--- src/core/gpio_pkg.sv ---
package gpio_pkg;

  // ---------------------------------------------------------------
  // Bus geometry
  // ---------------------------------------------------------------
  localparam int ADDR_W     = 12;
  localparam int DATA_W     = 32;
  localparam int PORT_W     = 8;
  localparam int BYTE_SHIFT = 2;
  localparam int IDX_W      = ADDR_W - BYTE_SHIFT;
  localparam int CTL_W      = 4;
  localparam int CTL_LSB    = 4;

  // ---------------------------------------------------------------
  // Register indices, byte address is index times four
  // ---------------------------------------------------------------
  localparam logic [IDX_W-1:0] IDX_PORT_A_DATA     = 10'h078;
  localparam logic [IDX_W-1:0] IDX_PORT_B_DATA     = 10'h079;
  localparam logic [IDX_W-1:0] IDX_XCVR_CONTROL    = 10'h07A;
  localparam logic [IDX_W-1:0] IDX_PORT_A_LINE_DIR = 10'h098;
  localparam logic [IDX_W-1:0] IDX_PORT_B_LINE_DIR = 10'h099;
  localparam logic [IDX_W-1:0] IDX_XCVR_CTL_DIR    = 10'h09A;

  // ---------------------------------------------------------------
  // Field positions and reset values
  // ---------------------------------------------------------------
  localparam int BIT_A_XCVR_DIR  = 7;
  localparam int BIT_A_XCVR_EN_N = 6;
  localparam int BIT_B_XCVR_DIR  = 5;
  localparam int BIT_B_XCVR_EN_N = 4;

  localparam logic [PORT_W-1:0] PORT_RESET = 8'h00;
  localparam logic [CTL_W-1:0]  CTL_RESET  = 4'h0;
  localparam logic [CTL_LSB-1:0] CTL_UNUSED = 4'h0;

  localparam logic [1:0] RESP_OKAY   = 2'h0;
  localparam logic [1:0] RESP_SLVERR = 2'h2;

  // Transceiver control bits, msb first as in bits 7 down to 4
  typedef struct packed {
    logic port_a_xcvr_dir;
    logic port_a_xcvr_enable_n;
    logic port_b_xcvr_dir;
    logic port_b_xcvr_enable_n;
  } xcvr_ctl_s;

  // Drive enables of the transceiver control bits, same order
  typedef struct packed {
    logic port_a_xcvr_dir_ctl_oe;
    logic port_a_xcvr_en_ctl_oe;
    logic port_b_xcvr_dir_ctl_oe;
    logic port_b_xcvr_en_ctl_oe;
  } xcvr_ctl_oe_s;

endpackage : gpio_pkg

--- src/core/dual_port_buffered_gpio.sv ---
`timescale 1ns/1ps

module dual_port_buffered_gpio (
  input  wire logic                          core_clk,
  input  wire logic                          sys_rst,
  input  wire logic                          s_axi_awvalid,
  output logic                               s_axi_awready,
  input  wire logic [gpio_pkg::ADDR_W-1:0]   s_axi_awaddr,
  input  wire logic                          s_axi_wvalid,
  output logic                               s_axi_wready,
  input  wire logic [gpio_pkg::DATA_W-1:0]   s_axi_wdata,
  input  wire logic [3:0]                    s_axi_wstrb,
  output logic                               s_axi_bvalid,
  input  wire logic                          s_axi_bready,
  output logic [1:0]                         s_axi_bresp,
  input  wire logic                          s_axi_arvalid,
  output logic                               s_axi_arready,
  input  wire logic [gpio_pkg::ADDR_W-1:0]   s_axi_araddr,
  output logic                               s_axi_rvalid,
  input  wire logic                          s_axi_rready,
  output logic [gpio_pkg::DATA_W-1:0]        s_axi_rdata,
  output logic [1:0]                         s_axi_rresp,
  input  wire logic [gpio_pkg::PORT_W-1:0]   port_a_line_in,
  output logic [gpio_pkg::PORT_W-1:0]        port_a_line_out,
  output logic [gpio_pkg::PORT_W-1:0]        port_a_line_oe,
  input  wire logic [gpio_pkg::PORT_W-1:0]   port_b_line_in,
  output logic [gpio_pkg::PORT_W-1:0]        port_b_line_out,
  output logic [gpio_pkg::PORT_W-1:0]        port_b_line_oe,
  output gpio_pkg::xcvr_ctl_s                xcvr_ctl,
  output gpio_pkg::xcvr_ctl_oe_s             xcvr_ctl_oe
);

  // ---------------------------------------------------------------
  // Storage
  // ---------------------------------------------------------------
  logic [gpio_pkg::PORT_W-1:0] port_a_data;
  logic [gpio_pkg::PORT_W-1:0] port_b_data;
  logic [gpio_pkg::PORT_W-1:0] port_a_line_dirs;
  logic [gpio_pkg::PORT_W-1:0] port_b_line_dirs;
  logic [gpio_pkg::PORT_W-1:0] port_a_meta;
  logic [gpio_pkg::PORT_W-1:0] port_b_meta;
  logic [gpio_pkg::PORT_W-1:0] port_a_sync;
  logic [gpio_pkg::PORT_W-1:0] port_b_sync;

  logic                        aw_hold;
  logic [gpio_pkg::IDX_W-1:0]  aw_idx;
  logic                        w_hold;
  logic [gpio_pkg::PORT_W-1:0] w_data_q;
  logic                        w_lane0;

  // ---------------------------------------------------------------
  // Write decode
  // ---------------------------------------------------------------
  wire aw_take  = s_axi_awvalid && s_axi_awready;
  wire w_take   = s_axi_wvalid && s_axi_wready;
  wire ar_take  = s_axi_arvalid && s_axi_arready;
  wire do_write = aw_hold && w_hold && !s_axi_bvalid;

  wire wr_map_a_data = (aw_idx == gpio_pkg::IDX_PORT_A_DATA);
  wire wr_map_b_data = (aw_idx == gpio_pkg::IDX_PORT_B_DATA);
  wire wr_map_ctl    = (aw_idx == gpio_pkg::IDX_XCVR_CONTROL);
  wire wr_map_a_dir  = (aw_idx == gpio_pkg::IDX_PORT_A_LINE_DIR);
  wire wr_map_b_dir  = (aw_idx == gpio_pkg::IDX_PORT_B_LINE_DIR);
  wire wr_map_cdir   = (aw_idx == gpio_pkg::IDX_XCVR_CTL_DIR);
  wire wr_mapped     = wr_map_a_data || wr_map_b_data || wr_map_ctl ||
                       wr_map_a_dir || wr_map_b_dir || wr_map_cdir;

  wire wr_en          = do_write && w_lane0;
  wire wr_hit_a_data  = wr_en && wr_map_a_data;
  wire wr_hit_b_data  = wr_en && wr_map_b_data;
  wire wr_hit_ctl     = wr_en && wr_map_ctl;
  wire wr_hit_a_dir   = wr_en && wr_map_a_dir;
  wire wr_hit_b_dir   = wr_en && wr_map_b_dir;
  wire wr_hit_cdir    = wr_en && wr_map_cdir;

  // Only bits 7 to 4 carry meaning in the control pair
  wire gpio_pkg::xcvr_ctl_s    wr_ctl_bits  = gpio_pkg::xcvr_ctl_s'(w_data_q[gpio_pkg::PORT_W-1:gpio_pkg::CTL_LSB]);
  wire gpio_pkg::xcvr_ctl_oe_s wr_cdir_bits = gpio_pkg::xcvr_ctl_oe_s'(w_data_q[gpio_pkg::PORT_W-1:gpio_pkg::CTL_LSB]);

  // ---------------------------------------------------------------
  // Read decode
  // ---------------------------------------------------------------
  wire [gpio_pkg::IDX_W-1:0] rd_idx = s_axi_araddr[gpio_pkg::ADDR_W-1:gpio_pkg::BYTE_SHIFT];

  wire rd_map_a_data = (rd_idx == gpio_pkg::IDX_PORT_A_DATA);
  wire rd_map_b_data = (rd_idx == gpio_pkg::IDX_PORT_B_DATA);
  wire rd_map_ctl    = (rd_idx == gpio_pkg::IDX_XCVR_CONTROL);
  wire rd_map_a_dir  = (rd_idx == gpio_pkg::IDX_PORT_A_LINE_DIR);
  wire rd_map_b_dir  = (rd_idx == gpio_pkg::IDX_PORT_B_LINE_DIR);
  wire rd_map_cdir   = (rd_idx == gpio_pkg::IDX_XCVR_CTL_DIR);
  wire rd_mapped     = rd_map_a_data || rd_map_b_data || rd_map_ctl ||
                       rd_map_a_dir || rd_map_b_dir || rd_map_cdir;

  // Output lines read their latch, input lines read the synchronised pin
  wire [gpio_pkg::PORT_W-1:0] port_a_view = (port_a_data & port_a_line_dirs) |
                                            (port_a_sync & ~port_a_line_dirs);
  wire [gpio_pkg::PORT_W-1:0] port_b_view = (port_b_data & port_b_line_dirs) |
                                            (port_b_sync & ~port_b_line_dirs);

  wire [gpio_pkg::PORT_W-1:0] ctl_view  = {xcvr_ctl, gpio_pkg::CTL_UNUSED};
  wire [gpio_pkg::PORT_W-1:0] cdir_view = {xcvr_ctl_oe, gpio_pkg::CTL_UNUSED};

  wire [gpio_pkg::PORT_W-1:0] rd_byte =
    rd_map_a_data ? port_a_view      :
    rd_map_b_data ? port_b_view      :
    rd_map_ctl    ? ctl_view         :
    rd_map_a_dir  ? port_a_line_dirs :
    rd_map_b_dir  ? port_b_line_dirs :
    rd_map_cdir   ? cdir_view        : gpio_pkg::PORT_RESET;

  wire [gpio_pkg::DATA_W-1:0] rd_word = {{(gpio_pkg::DATA_W-gpio_pkg::PORT_W){1'h0}}, rd_byte};

  assign s_axi_awready = !aw_hold;
  assign s_axi_wready  = !w_hold;
  assign s_axi_arready = !s_axi_rvalid;

  // ---------------------------------------------------------------
  // Pin synchronisers
  // ---------------------------------------------------------------
  always_ff @(posedge core_clk) begin
    port_a_meta <= port_a_line_in;
    port_b_meta <= port_b_line_in;
    port_a_sync <= port_a_meta;
    port_b_sync <= port_b_meta;
  end

  // ---------------------------------------------------------------
  // Write channel
  // ---------------------------------------------------------------
  always_ff @(posedge core_clk) begin
    if (sys_rst) begin
      aw_hold <= 1'h0;
      aw_idx  <= '0;
    end else if (aw_take) begin
      aw_hold <= 1'h1;
      aw_idx  <= s_axi_awaddr[gpio_pkg::ADDR_W-1:gpio_pkg::BYTE_SHIFT];
    end else if (do_write) begin
      aw_hold <= 1'h0;
    end
  end

  always_ff @(posedge core_clk) begin
    if (sys_rst) begin
      w_hold   <= 1'h0;
      w_data_q <= gpio_pkg::PORT_RESET;
      w_lane0  <= 1'h0;
    end else if (w_take) begin
      w_hold   <= 1'h1;
      w_data_q <= s_axi_wdata[gpio_pkg::PORT_W-1:0];
      w_lane0  <= s_axi_wstrb[0];
    end else if (do_write) begin
      w_hold <= 1'h0;
    end
  end

  always_ff @(posedge core_clk) begin
    if (sys_rst) begin
      s_axi_bvalid <= 1'h0;
      s_axi_bresp  <= gpio_pkg::RESP_OKAY;
    end else if (do_write) begin
      s_axi_bvalid <= 1'h1;
      s_axi_bresp  <= wr_mapped ? gpio_pkg::RESP_OKAY : gpio_pkg::RESP_SLVERR;
    end else if (s_axi_bready) begin
      s_axi_bvalid <= 1'h0;
    end
  end

  // ---------------------------------------------------------------
  // Read channel
  // ---------------------------------------------------------------
  always_ff @(posedge core_clk) begin
    if (sys_rst) begin
      s_axi_rvalid <= 1'h0;
      s_axi_rdata  <= '0;
      s_axi_rresp  <= gpio_pkg::RESP_OKAY;
    end else if (ar_take) begin
      s_axi_rvalid <= 1'h1;
      s_axi_rdata  <= rd_word;
      s_axi_rresp  <= rd_mapped ? gpio_pkg::RESP_OKAY : gpio_pkg::RESP_SLVERR;
    end else if (s_axi_rready) begin
      s_axi_rvalid <= 1'h0;
    end
  end

  // ---------------------------------------------------------------
  // Port registers
  // ---------------------------------------------------------------
  always_ff @(posedge core_clk) begin
    if (sys_rst) begin
      port_a_data <= gpio_pkg::PORT_RESET;
      port_b_data <= gpio_pkg::PORT_RESET;
    end else begin
      if (wr_hit_a_data) port_a_data <= w_data_q;
      if (wr_hit_b_data) port_b_data <= w_data_q;
    end
  end

  // Each port has its own direction register
  always_ff @(posedge core_clk) begin
    if (sys_rst) begin
      port_a_line_dirs <= gpio_pkg::PORT_RESET;
      port_b_line_dirs <= gpio_pkg::PORT_RESET;
    end else begin
      if (wr_hit_a_dir) port_a_line_dirs <= w_data_q;
      if (wr_hit_b_dir) port_b_line_dirs <= w_data_q;
    end
  end

  // ---------------------------------------------------------------
  // Transceiver control
  // ---------------------------------------------------------------
  always_ff @(posedge core_clk) begin
    if (sys_rst) begin
      xcvr_ctl    <= gpio_pkg::xcvr_ctl_s'(gpio_pkg::CTL_RESET);
      xcvr_ctl_oe <= gpio_pkg::xcvr_ctl_oe_s'(gpio_pkg::CTL_RESET);
    end else begin
      if (wr_hit_ctl)  xcvr_ctl    <= wr_ctl_bits;
      if (wr_hit_cdir) xcvr_ctl_oe <= wr_cdir_bits;
    end
  end

  // Internal layer drives the lines, external layer goes to the transceivers
  assign port_a_line_out = port_a_data;
  assign port_b_line_out = port_b_data;
  assign port_a_line_oe  = port_a_line_dirs;
  assign port_b_line_oe  = port_b_line_dirs;

  wire ctl_read_req = ar_take && (rd_map_ctl || rd_map_cdir);
endmodule : dual_port_buffered_gpio

--- config.mk ---
export PLATFORM = sky130hd
export DESIGN_NAME = dual_port_buffered_gpio
export DESIGN_NICKNAME = d
export VERILOG_FILES = /design/src/core/gpio_pkg.sv /design/src/core/dual_port_buffered_gpio.sv
export SDC_FILE = /design/constraint.sdc
export NUM_CORES = 1
export LEC_CHECK = 0
export BUFFER_PORTS_ARGS = -buffer_cell sky130_fd_sc_hd__buf_2
export CELL_PAD_IN_SITES_DETAIL_PLACEMENT = 1
export CELL_PAD_IN_SITES_GLOBAL_PLACEMENT = 1
export CORE_MARGIN = 1
export CORE_UTILIZATION = 36
export CTS_BUF_LIST = sky130_fd_sc_hd__clkbuf_4 sky130_fd_sc_hd__clkbuf_8 sky130_fd_sc_hd__clkbuf_16
export DETAILED_ROUTE_END_ITERATION = 8
export HOLD_SLACK_MARGIN = 0.15
export PLACE_DENSITY_LB_ADDON = 0.1
export SYNTH_ARGS = -nofsm -noshare
export SYNTH_HDL_FRONTEND = slang
export SYNTH_SLANG_ARGS = --single-unit
--- constraint.sdc ---
create_clock -name core_clk -period 1.9 [get_ports core_clk]
set_input_delay 0.19 -clock core_clk [delete_from_list [all_inputs] [get_ports core_clk]]
set_output_delay 0.19 -clock core_clk [all_outputs]
set_load 0.02 [all_outputs]
[After elaboration in Yosys (flattened, before gate mapping)]
Cells that the tools add are included.
Word-level totals
  bits in registers: 107
Operators by class
  mux-type cells: 15
  bitwise logic cells: 8
  equal/unequal tests: 12
  reduce and logical (&&, ||, !) cells: 30
Operators by type and width (count)
  $eq 10x7->1 const B: 6
  $eq 10x8->1 const B: 6
  $mux 8: 6
  $and 8x8->8: 4
  $not 8->8: 2
  $or 8x8->8: 2
  $logic_and 1x1->1: 12
  $logic_or 1x1->1: 10
  $reduce_bool 2->1: 4
  $mux 1: 7
  $logic_not 1->1: 4
  $mux 2: 2

[Logic depth before layout (Yosys ltp)]
Gate-level depths: netlist (run 1).
  depth in word-level cells: 7
  mapped depth: 6
  mapped depth without buffers: 4

[Worst setup path after synthesis (run 1)]
Ideal clock, no wire load.
  path kind: flip-flop to flip-flop
  start point: reg s_axi_bvalid
  end point: reg port_b_data, in the netlist port_b_line_out[6]
  setup slack: 241 ps
  cell stages (with the launch flop): 7
  data arrival time: 1540 ps
  buffers on the path: 2
  setup time: 119 ps
  path through: dfxtp_1 nand3b_4 or4b_4 buf_6 buf_8 o21ai_1 a21oi_1
On the way
  cells in the longest elaborated chain, start to end: 4
RTL lines
  start: declaration: line dual_port_buffered_gpio.sv:13  | output logic s_axi_bvalid,
  start signal: assignment: line dual_port_buffered_gpio.sv:158  | s_axi_bvalid <= 1'h0;
  start signal: assignment: line dual_port_buffered_gpio.sv:161  | s_axi_bvalid <= 1'h1;
  start signal: assignment: line dual_port_buffered_gpio.sv:164  | s_axi_bvalid <= 1'h0;
  $logic_not 1->1: line dual_port_buffered_gpio.sv:57  | wire do_write = aw_hold && w_hold && !s_axi_bvalid;
  $logic_and 1x1->1: line dual_port_buffered_gpio.sv:57
  $logic_and 1x1->1: line dual_port_buffered_gpio.sv:68  | wire wr_en = do_write && w_lane0;
  $logic_and 1x1->1: line dual_port_buffered_gpio.sv:70  | wire wr_hit_b_data = wr_en && wr_map_b_data;
  end signal: assignment: line dual_port_buffered_gpio.sv:191  | port_b_data <= gpio_pkg::PORT_RESET;
  end signal: assignment: line dual_port_buffered_gpio.sv:194  | if (wr_hit_b_data) port_b_data <= w_data_q;
  end: declaration: line dual_port_buffered_gpio.sv:37  | logic [gpio_pkg::PORT_W-1:0] port_b_data;
No other way between the ends.
A chain may end at the register's enable or synchronous reset.

[Final worst setup path (run 1)]
  start point: reg aw_hold
  end point: reg port_b_data, in the netlist port_b_line_out[0]
On the way
  cells in the longest elaborated chain, start to end: 4
RTL lines
  start: declaration: line dual_port_buffered_gpio.sv:45  | logic aw_hold;
  start signal: assignment: line dual_port_buffered_gpio.sv:132  | aw_hold <= 1'h0;
  start signal: assignment: line dual_port_buffered_gpio.sv:135  | aw_hold <= 1'h1;
  start signal: assignment: line dual_port_buffered_gpio.sv:138  | aw_hold <= 1'h0;
  $logic_and 1x1->1 (2 in series): line dual_port_buffered_gpio.sv:57
  $logic_and 1x1->1: line dual_port_buffered_gpio.sv:68
  $logic_and 1x1->1: line dual_port_buffered_gpio.sv:70
No other way between the ends.

==> results of run 1 <==
[flip-flops by register name, summed over array words and instances (netlist names)]
name and count:
port_a_line_oe 8, xcvr_ctl 4, s_axi_rvalid 1, port_a_line_out 8
aw_hold 1, xcvr_ctl_oe 4, w_hold 1, port_b_meta 8
port_b_line_oe 8, s_axi_bresp 1, aw_idx 10, port_b_sync 8
port_a_sync 8, s_axi_bvalid 1, s_axi_rdata 8, port_b_line_out 8
s_axi_rresp 1, port_a_meta 8, w_lane0 1, w_data_q 8
[through the flow]
step / instance area, µm² / cells / hold WS (ns)
final: 5560 / 757 / 0.257
after global routing: 5560 / 757 / 0.265
after detailed placement: 4860 / 701 / 0.294
after global placement: 4860 / 701 / 0.293
after floorplan: 4390 / 485 / 0.218
after CTS: 5560 / 757 / 0.231
[synthesized netlist by cell type (2+ instances only)]
cell         n  share of area
dfxtp_1    105           0.49
nand2_1     87          0.076
a21oi_1     43          0.050
mux2i_1     31          0.072
buf_4       28          0.049
nand3_1     23          0.027
o21ai_0     16          0.019
clkbuf_1    13          0.011
o21ai_1     10          0.012
a31oi_1      7          0.010
inv_1        7         0.0061
nor2_1       7         0.0061
mux2_2       6          0.016
nand2b_1     6         0.0087
o221ai_1     6          0.012
a211oi_1     5         0.0087
nand3b_1     5         0.0087
nor2b_1      5         0.0073
and3_1       4         0.0058
nor3_1       4         0.0047
a221oi_1     3         0.0061
a31o_2       3         0.0061
clkbuf_8     3         0.0096
nor3b_1      3         0.0052
nor3b_2      3         0.0087
o2111ai_1    3         0.0061
buf_2        2         0.0023
buf_6        2         0.0052
[cell families after synthesis]
family / Yosys count / share of synthesized area
buffers and inverters: 57 / 0.0918
multiplexers: 37 / 0.0880
AND/OR/NAND/NOR: 162 / 0.196
flip-flops: 105 / 0.489
other: 1 / 0.000873
AO/OA/AOI/OAI: 98 / 0.134
[worst min-delay path, cell delays in order]
cell	delay, ns
buf_2	0.11
nor3b_1	0.10
o21ai_0	0.09
a31oi_1	0.08
[how the worst max path moves through the flow]
stage	start	cells past startpoint	end	slack (ns)
6_report	aw_hold	4	port_b_line_out[0]	0.24
5_1_grt	aw_hold	5	port_a_line_oe[4]	0.11
4_1_cts	aw_hold	5	port_a_line_oe[3]	0.16
3_5_place_dp	aw_hold	5	port_a_line_oe[3]	0.19
3_3_place_gp	s_axi_araddr[3]	5	s_axi_rdata[3]	0.25
2_1_floorplan	s_axi_bvalid	6	port_b_line_out[6]	0.24
[layout make-up]
cell class	count	area (µm²)	area share
tap	143	179	0.0322
timing repair buffer	163	1060	0.190
multi-input combinational	323	1900	0.341
clock inverter	7	71.3	0.0128
clock buffer	9	225	0.0405
sequential	105	2100	0.378
inverter	7	26.3	0.00473
[repair_timing]
item,in CTS,in global routing
setup endpoints to repair,0,1
hold buffers,40,0
resized for setup,0,1
endpoints found under the hold margin,39,0
[layer usage]
layer,global-route usage,up-vias,wire (µm)
met1,0.251,1789,5550
met4,0.0577,0,93
met3,0.0536,8,554
met5,0,-,0
li1,-,1852,-
met2,0.342,99,5940
[power groups by stage]
stage	sequential [W]	combinational [W]	clock [W]
3_3_place_gp	0.00238	0.000343	0
3_5_place_dp	0.00238	0.000352	0
4_1_cts	0.00233	0.000416	0.00190
2_1_floorplan	0.00238	0.000259	0
6_report	0.00233	0.000418	0.00185
5_1_grt	0.00234	0.000457	0.00199
==> results_tabular.tex, run 1 <==
\begin{tabular}{lr}
\hline
Metric & Value \\
\hline
\multicolumn{2}{l}{\textbf{Timing}} \\
Unrepaired setup endpoints after global routing & no \\
Number of slew-limit violations in the final report & 0 \\
Final-report setup violation count & 0 \\
Top achievable clock speed & roughly 0.6 GHz \\
Hold violation count in the final report & 0 \\
Relative max-transition margin & 0.616 \\
Final WS setup & 0.237 ns \\
Setup TNS & 0 ns \\
Clock tree skew after final layout & 0.00679 ns \\
Crit path time final & 1.66 ns \\
Worst Tran Pin Value & 0.575 ns \\
Period utilization & 0.875 \\
\multicolumn{2}{l}{\textbf{Floorplan}} \\
Floorplan row count & 39 \\
Area of the core & $\sim$12,000 µm² \\
Die Footprint & 12,400 µm² \\
\# IOs & 164 \\
Width of the chip & 111 µm \\
Starting utilization of the core area & 0.373 \\
Chip Height & $\sim$110 µm \\
\multicolumn{2}{l}{\textbf{Clocking}} \\
CTS H-tree lvls & 3 \\
Clock root buffer & clkbuf\_16 \\
Number of setup buffers added after CTS & 0 \\
Sinks on the clock net & 105 \\
Inserted Clock Buffers & 9 \\
TritonCTS clock tree & done \\
Clk buf depth & 2 \\
Worst-Skew Late Latency & roughly 0.36 ns \\
Register clock-pin slew on the reported worst setup and hold paths & 0.08 ns \\
\multicolumn{2}{l}{\textbf{Pwr}} \\
Pwr per Cell Area & between 800 and 900 nW/µm² \\
Share of total power in combinational logic & 0.091 \\
Sw power & between 0.001 and 0.0015 W \\
Switching power share of the total & 0.264 \\
Sequential fraction of design power & 0.507 \\
Max rail drop VDD & 402 µV \\
Part of the power in the clock network & 0.402 \\
Static power due to leakage & 2.39 nW \\
Sum of internal, switching and leakage power & approximately 0.0046 W \\
Pint & 0.00338 W \\
\multicolumn{2}{l}{\textbf{Worst setup path}} \\
Category of the worst setup path capture point & flop \\
Largest stage delay on the critical path & 0.66 ns \\
Startpoint types & flop \\
R2R Path Start & aw\_hold \\
Reg2reg path depth & 4 \\
Maximum fanout count along the critical path & 16 \\
Kind of critical path & flop to flop \\
Reg-to-reg critical path endpoint & port\_b\_line\_out[0] \\
Critical-path cell list & nand3b\_4, or4b\_4, o21ai\_0, a21oi\_1 \\
Data arrival time of the worst path & 1.89 ns \\
Cell with the largest stage delay on the worst path & or4b\_4 \\
Top delay family on crit path & simple AND/OR/NAND/NOR gates \\
R2r setup slk & 0.24 ns \\
CP Buf/Inv Count & 0 \\
Critical Path RT & 2.13 ns \\
\multicolumn{2}{l}{\textbf{Logic synthesis}} \\
Async S/R FF share, synth & 0 \\
Avg Inst Size Synth & 9.34 µm² \\
Post-synth cell types & 48 \\
Number of enable-type register cells in the synthesized netlist & 0 \\
Post-Syn Instances & 460 \\
Count of yosys warnings during synthesis & 0 \\
Flip-flop and latch count after synthesis & 105 \\
Sequential fraction of the synthesis area & 0.489 \\
Area of the mapped netlist & around 4300 µm² \\
Primary flip-flop cell chosen by synthesis mapping & dfxtp\_1 \\
\multicolumn{2}{l}{\textbf{Final layout}} \\
Layout area overhead & 29.4\% \\
Leading cell type in the layout, fill and taps excluded & buf\_2 \\
Net count reported at finish & 692 \\
Number of diodes & 0 \\
Post-route core utilization & 0.483 \\
Layout fillers & 1,359 \\
Layout cells sized above 1 & 0.257 \\
Top library cells by usage in the layout, fill and taps aside & buf\_2, dfxtp\_1, nand2\_1 \\
\multicolumn{2}{l}{\textbf{Placed design}} \\
Worst Setup Slack post-DPL & 0.191 ns \\
Port-buffer cells & around 110 \\
Post-DP HPWL & around 8.7 mm \\
Routability congestion estimate from global placement & 0.766 \\
\multicolumn{2}{l}{\textbf{Detailed routing}} \\
Number of nets still failing antenna checks after routing & 0 \\
DRC errors left & 22 \\
Routed vias/inst & between 4 and 5 \\
Average wire per standard cell & 16.0 µm \\
Detailed-route wire length & $\sim$12 mm \\
Routed vias & 3,748 \\
First DRT Iteration DRCs & 188 \\
Number of optimization iterations in the first detailed-route pass & 7 \\
\multicolumn{2}{l}{\textbf{Run status}} \\
Outcome & finished with violations \\
Failing checks & DRC \\
\multicolumn{2}{l}{\textbf{Hold path}} \\
Worst min-delay path endpoint & s\_axi\_rdata[1] \\
Hold Path Depth & 4 \\
Hold Path Origin & s\_axi\_araddr[4] \\
Worst min-delay path class & input pin to flop \\
\multicolumn{2}{l}{\textbf{Global routing}} \\
First-pass GRT wire length & $\sim$19 mm \\
Total gr overflow & 0 \\
Initial antenna violation count & 0 \\
Largest net degree at the start of global routing & 42 \\
Vias in the first global route & between 3,000 and 4,000 \\
Tot GR Track Use & 0.202 \\
\multicolumn{2}{l}{\textbf{Run}} \\
Number of max-cap violations & 0 \\
\hline
\end{tabular}
Note: power is estimated with default switching activity, not from simulation.
==> run 2, diff against run 1 <==
--- a/config.mk
+++ b/config.mk
@@ -7,3 +7,2 @@
 export LEC_CHECK = 0
-export BUFFER_PORTS_ARGS = -buffer_cell sky130_fd_sc_hd__buf_2
 export CELL_PAD_IN_SITES_DETAIL_PLACEMENT = 1
@@ -11,5 +10,6 @@
 export CORE_MARGIN = 1
-export CORE_UTILIZATION = 36
+export CORE_UTILIZATION = 42
 export CTS_BUF_LIST = sky130_fd_sc_hd__clkbuf_4 sky130_fd_sc_hd__clkbuf_8 sky130_fd_sc_hd__clkbuf_16
 export DETAILED_ROUTE_END_ITERATION = 8
+export DONT_BUFFER_PORTS = 1
 export HOLD_SLACK_MARGIN = 0.15
==> constraint.sdc (replaced) <==
create_clock -name core_clk -period 1.9 [get_ports core_clk]
set_input_delay 0.095 -clock core_clk [delete_from_list [all_inputs] [get_ports core_clk]]
set_output_delay 0.095 -clock core_clk [all_outputs]
set_load 0.02 [all_outputs]
==> run 2 against run 1 <==
The run now ends clean. Worst hold slack worse by 0.074 ns. Fmax fell by 8.2%. Combinational power decreased by 7.2%. Clock-buffer cell count did not move. Cell area down 6.3%. Die area decreased by 14%.
==> results_tabular.tex, run 2 (synthesis gave the netlist of run 1 again) <==
\begin{tabular}{lr}
\hline
Metric & Value \\
\hline
\multicolumn{2}{l}{\textbf{Placed design}} \\
Port-buffer cells & 0 \\
Post-DP HPWL & 8.28 mm \\
Worst Setup Slack post-DPL & about 0.20 ns \\
Dpl cell area & 4330 µm² \\
Routability congestion estimate from global placement & 0.772 \\
\multicolumn{2}{l}{\textbf{Detailed routing}} \\
Average wire per standard cell & 18.3 µm \\
Routed vias/inst & 5.25 \\
Number of optimization iterations in the first detailed-route pass & 4 \\
DRC errors left & 0 \\
Detailed-route wire length & 12.3 mm \\
First DRT Iteration DRCs & 88 \\
Routed vias & 3,525 \\
Number of nets still failing antenna checks after routing & 0 \\
\multicolumn{2}{l}{\textbf{Worst setup path}} \\
Reg-to-reg critical path endpoint & port\_a\_line\_oe[6] \\
R2r setup slk & around 0.15 ns \\
Data arrival time of the worst path & 2.11 ns \\
Kind of critical path & input pin to flop \\
Reg2reg path depth & 5 \\
Worst setup path endpoint & s\_axi\_rdata[6] \\
Maximum fanout count along the critical path & 4 \\
Category of the worst setup path capture point & flop \\
Critical Path RT & 2.20 ns \\
Launch point of the critical path & s\_axi\_araddr[7] \\
Startpoint types & input pin \\
R2R Path Start & aw\_hold \\
\multicolumn{2}{l}{\textbf{Timing}} \\
Period utilization & 0.954 \\
Min Hold Slack & 0.184 ns \\
Worst Tran Pin Value & 0.634 ns \\
Final WS setup & 0.0880 ns \\
Final-report setup violation count & 0 \\
Setup TNS & 0 ns \\
Top achievable clock speed & around 0.55 GHz \\
Number of slew-limit violations in the final report & 0 \\
Clock tree skew after final layout & 0.0152 ns \\
Unrepaired setup endpoints after global routing & no \\
Crit path time final & 1.81 ns \\
Relative max-transition margin & 0.576 \\
Hold violation count in the final report & 0 \\
\multicolumn{2}{l}{\textbf{Clocking}} \\
Clk buf depth & 2 \\
Clock root buffer & clkbuf\_8 \\
TritonCTS clock tree & done \\
Inserted Clock Buffers & 9 \\
Sinks on the clock net & 105 \\
Worst-Skew Late Latency & 0.39 ns \\
CTS H-tree lvls & 3 \\
Register clock-pin slew on the reported worst setup and hold paths & roughly 0.090 ns \\
Number of setup buffers added after CTS & 0 \\
\multicolumn{2}{l}{\textbf{Pwr}} \\
Max rail drop VDD & 565 µV \\
Pwr per Cell Area & a little under 800 nW/µm² \\
Static power due to leakage & between 1.5 and 2 nW \\
\multicolumn{2}{l}{\textbf{Global routing}} \\
Vias in the first global route & between 3,000 and 4,000 \\
Tot GR Track Use & 0.237 \\
Largest net degree at the start of global routing & 43 \\
Initial antenna violation count & 0 \\
First-pass GRT wire length & around 18 mm \\
Total gr overflow & 0 \\
\multicolumn{2}{l}{\textbf{Floorplan}} \\
Starting utilization of the core area & 0.435 \\
Die Footprint & roughly 11,000 µm² \\
\# IOs & 164 \\
Area of the core & 9860 µm² \\
Width of the chip & 103 µm \\
Floorplan row count & 36 \\
Chip Height & 103 µm \\
\multicolumn{2}{l}{\textbf{Final layout}} \\
Max reg flops & 10 \\
Number of diodes & 0 \\
Leading cell type in the layout, fill and taps excluded & dfxtp\_1 \\
Layout cells sized above 1 & 0.102 \\
Net count reported at finish & 616 \\
Layout fillers & between 1,000 and 1,500 \\
Layout area overhead & 21.3\% \\
Finished Cell Area & 5210 µm² \\
Largest register by flop count & aw\_idx \\
Top library cells by usage in the layout, fill and taps aside & dfxtp\_1, nand2\_1, dlygate4sd3\_1 \\
\multicolumn{2}{l}{\textbf{Run}} \\
Number of max-cap violations & 0 \\
\multicolumn{2}{l}{\textbf{Run status}} \\
Outcome & complete, no violations \\
\multicolumn{2}{l}{\textbf{Hold path}} \\
Worst min-delay path class & input pin to flop \\
\hline
\end{tabular}
## run 2: through the flow
step / total power, W / utilization / instances
global placement: 0.00263 / 0.439 / 587
floorplan: 0.00263 / - / 485
finish: 0.00404 / 0.528 / 671
global route: 0.00422 / 0.528 / 671
CTS: 0.00407 / 0.527 / 671
detailed placement: 0.00264 / 0.439 / 587
## run 2: final cells by class
| cell class | instances | area [µm²] | area share |
|---|---|---|---|
| Inverter | 7 | 26.3 | 0.00504 |
| Clock inverter | 7 | 52.6 | 0.0101 |
| Timing Repair Buffer | 87 | 833 | 0.160 |
| Tap cell | 133 | 166 | 0.0319 |
| Clock buffer | 9 | 124 | 0.0238 |
| Sequential cell | 105 | 2100 | 0.403 |
| Multi-Input combinational cell | 323 | 1910 | 0.366 |
## run 2: worst max-delay path: stages
cell and delay (ns):
dlygate4sd3_1 0.54, nor3b_2 0.22, dlygate4sd3_1 0.59, nor3b_4 0.29, a221oi_1 0.16, nor3_1 0.21
## run 2: what timing repair did
action | in CTS | in global routing
resized for setup | 0 | 2
endpoints found under the setup margin | 0 | 5
hold buffers | 68 | 0
endpoints found under the hold margin | 86 | 0
## run 2: power breakdown
group          switching, W  internal (W)  total (W)
clock network      0.000818      0.000488    0.00131
registers         0.0000689       0.00228    0.00235
logic              0.000217      0.000170   0.000388
## run 2: layer usage
layer	up-vias	routed length, µm	global-route usage	share of wire
met5	-	0	0	0
met4	0	153	0.0704	0.012
li1	1698	-	-	-
met1	1712	5460	0.294	0.45
met2	100	5910	0.397	0.48
met3	15	727	0.0719	0.059
## run 2: worst min path at each step
stage / from / end / depth (start not counted)
final: s_axi_araddr[2] / s_axi_rdata[5] / 3
after global placement: port_b_line_in[0] / port_b_meta[0] / 0
after floorplan: port_a_line_in[0] / port_a_meta[0] / 0
after CTS: s_axi_araddr[2] / s_axi_rdata[4] / 3
after detailed placement: port_a_line_in[4] / port_a_meta[4] / 0
after global routing: s_axi_araddr[2] / s_axi_rdata[7] / 3
==> run 3, diff against run 2 <==
==> constraint.sdc (replaced) <==
create_clock -name core_clk -period 1.9 [get_ports core_clk]
set_input_delay 0.38 -clock core_clk [delete_from_list [all_inputs] [get_ports core_clk]]
set_output_delay 0.38 -clock core_clk [all_outputs]
set_load 0.02 [all_outputs]
==> run 3 against run 2 <==
Clock skew down 0.0023 ns. Sequential power about the same. Combinational power down 16%. Sequential share of layout area up 2.0 points. Clock-buffer cell count up 3. Fmax up 8.9%. Die area unchanged. Clock power up 22%. Critical path depth down 2. Cell area down 4.6%. Critical path type is now flop to flop. Critical endpoint is now port_b_line_out[3]. Largest cell class unchanged. Largest power group unchanged.
==> results_tabular.tex, run 3 (synthesis gave the netlist of run 1 again) <==
\begin{tabular}{lr}
\hline
Metric & Value \\
\hline
\multicolumn{2}{l}{\textbf{Detailed routing}} \\
Number of nets still failing antenna checks after routing & 0 \\
First DRT Iteration DRCs & 47 \\
Average wire per standard cell & 18.0 µm \\
Detailed-route wire length & around 12 mm \\
Routed vias & 3,369 \\
Number of optimization iterations in the first detailed-route pass & 4 \\
DRC errors left & 0 \\
Routed vias/inst & 5.26 \\
\multicolumn{2}{l}{\textbf{Timing}} \\
Period utilization & 0.876 \\
Crit path time final & between 1.5 and 2 ns \\
Relative max-transition margin & 0.663 \\
Worst Tran Pin Value & 0.498 ns \\
Clock tree skew after final layout & 0.0128 ns \\
Number of slew-limit violations in the final report & 0 \\
Top achievable clock speed & between 0.6 and 0.7 GHz \\
Unrepaired setup endpoints after global routing & no \\
Hold violation count in the final report & 0 \\
Setup TNS & 0 ns \\
Final-report setup violation count & 0 \\
\multicolumn{2}{l}{\textbf{Worst setup path}} \\
Data arrival time of the worst path & approximately 1.9 ns \\
Maximum fanout count along the critical path & 16 \\
Largest stage delay on the critical path & 0.66 ns \\
Launch point of the critical path & w\_hold \\
Top delay family on crit path & simple AND/OR/NAND/NOR gates \\
Critical-path cell list & nand3b\_4, or4b\_4, o21ai\_0, a21oi\_1 \\
Critical Path RT & 2.16 ns \\
R2R Path Start & w\_hold \\
Kind of critical path & flop to flop \\
CP Buf/Inv Count & 0 \\
Cell with the largest stage delay on the worst path & or4b\_4 \\
Startpoint types & flop \\
Category of the worst setup path capture point & flop \\
\multicolumn{2}{l}{\textbf{Final layout}} \\
Layout fillers & 1,137 \\
Layout cells sized above 1 & 0.107 \\
Post-route core utilization & 0.504 \\
Largest register by flop count & aw\_idx \\
Net count reported at finish & 585 \\
Layout area overhead & 15.7\% \\
Top library cells by usage in the layout, fill and taps aside & dfxtp\_1, nand2\_1, a21oi\_1 \\
Number of diodes & 0 \\
Leading cell type in the layout, fill and taps excluded & dfxtp\_1 \\
Max reg flops & 10 \\
\multicolumn{2}{l}{\textbf{Pwr}} \\
Pwr per Cell Area & 860 nW/µm² \\
Static power due to leakage & 1.88 nW \\
Max rail drop VDD & $\sim$360 µV \\
\multicolumn{2}{l}{\textbf{Floorplan}} \\
Chip Height & 103 µm \\
Floorplan row count & 36 \\
Die Footprint & 10,600 µm² \\
Area of the core & 9860 µm² \\
Starting utilization of the core area & 0.435 \\
\# IOs & $\sim$160 \\
Width of the chip & 103 µm \\
\multicolumn{2}{l}{\textbf{Placed design}} \\
Routability congestion estimate from global placement & 0.775 \\
Post-DP HPWL & 8.03 mm \\
Port-buffer cells & 0 \\
\multicolumn{2}{l}{\textbf{Global routing}} \\
First-pass GRT wire length & around 18 mm \\
Vias in the first global route & 3,354 \\
Tot GR Track Use & 0.223 \\
Total gr overflow & 0 \\
Largest net degree at the start of global routing & 42 \\
Initial antenna violation count & 0 \\
\multicolumn{2}{l}{\textbf{Clocking}} \\
Clk buf depth & 2 \\
Register clock-pin slew on the reported worst setup and hold paths & 0.09 ns \\
Number of setup buffers added after CTS & 0 \\
Inserted Clock Buffers & 9 \\
Clock root buffer & clkbuf\_8 \\
CTS H-tree lvls & 3 \\
Sinks on the clock net & about 110 \\
TritonCTS clock tree & done \\
Worst-Skew Late Latency & 0.37 ns \\
\multicolumn{2}{l}{\textbf{Hold path}} \\
Worst min-delay path class & input pin to flop \\
Hold Path Origin & s\_axi\_awvalid \\
\multicolumn{2}{l}{\textbf{Run}} \\
Number of max-cap violations & 0 \\
\multicolumn{2}{l}{\textbf{Run status}} \\
Outcome & complete, no violations \\
\hline
\end{tabular}
## run 3: cell count changes in the layout (fill, tap and decap cells not counted), sizes merged
| cell | previous run | this run |
|---|---|---|
| dlygate4sd3 | 67 | 37 |
| clkbuf | 9 | 12 |
| inv | 9 | 7 |
| clkinv | 5 | 2 |
| bufinv | 0 | 2 |
| buf | 20 | 19 |
## run 3: worst paths after layout
| check | end | slack, ns | cells after the start |
|---|---|---|---|
| min | aw_hold | 0.17 | 2 |
| max reg2reg | port_b_line_out[3] | 0.24 | 4 |
| max | port_b_line_out[3] | 0.24 | 4 |
| min reg2reg | port_b_sync[7] | 0.33 | 0 |
## run 3: report_power, final
part	internal (W)	leakage, nW	switching [W]
clock	0.000851	0.123	0.000753
combinational	0.000131	0.894	0.000193
sequential	0.00228	0.863	0.0000676
## run 3: timing repair
item,CTS,global route
resized for setup,0,1
hold buffers,38,0
setup endpoints to repair,0,8
hold endpoints to repair,57,0
## run 3: area by class of cell
| class | count | area [µm²] | share of cell area |
|---|---|---|---|
| inverters | 7 | 26.3 | 0.00529 |
| repair buffers | 56 | 538 | 0.108 |
| clock inverters | 4 | 73.8 | 0.0149 |
| clock buffers | 12 | 165 | 0.0332 |
| multi-input cells | 323 | 1900 | 0.382 |
| flip-flops and latches | 105 | 2100 | 0.423 |
| well taps | 133 | 166 | 0.0335 |
## run 3: metal layers
metal | wire [µm] | global-route usage | part of all wire | vias up
met5 | 0 | 0 | 0 | -
met4 | 212 | 0.0953 | 0.018 | 0
met3 | 676 | 0.0481 | 0.059 | 17
met2 | 5510 | 0.368 | 0.48 | 93
met1 | 5110 | 0.282 | 0.44 | 1617
li1 | - | - | - | 1642
## run 3: stage by stage
stage / worst slack (ns) / total power (W) / hold WS, ns / area (µm²) / instances
global placement: 0.239 / 0.00263 / 0.312 / 4340 / 586
global route: 0.0804 / 0.00444 / 0.187 / 4970 / 640
floorplan: 0.241 / 0.00263 / 0.310 / 4390 / 485
finish: 0.236 / 0.00427 / 0.168 / 4970 / 640
CTS: 0.132 / 0.00431 / 0.151 / 4960 / 640
detailed placement: 0.208 / 0.00264 / 0.313 / 4340 / 586
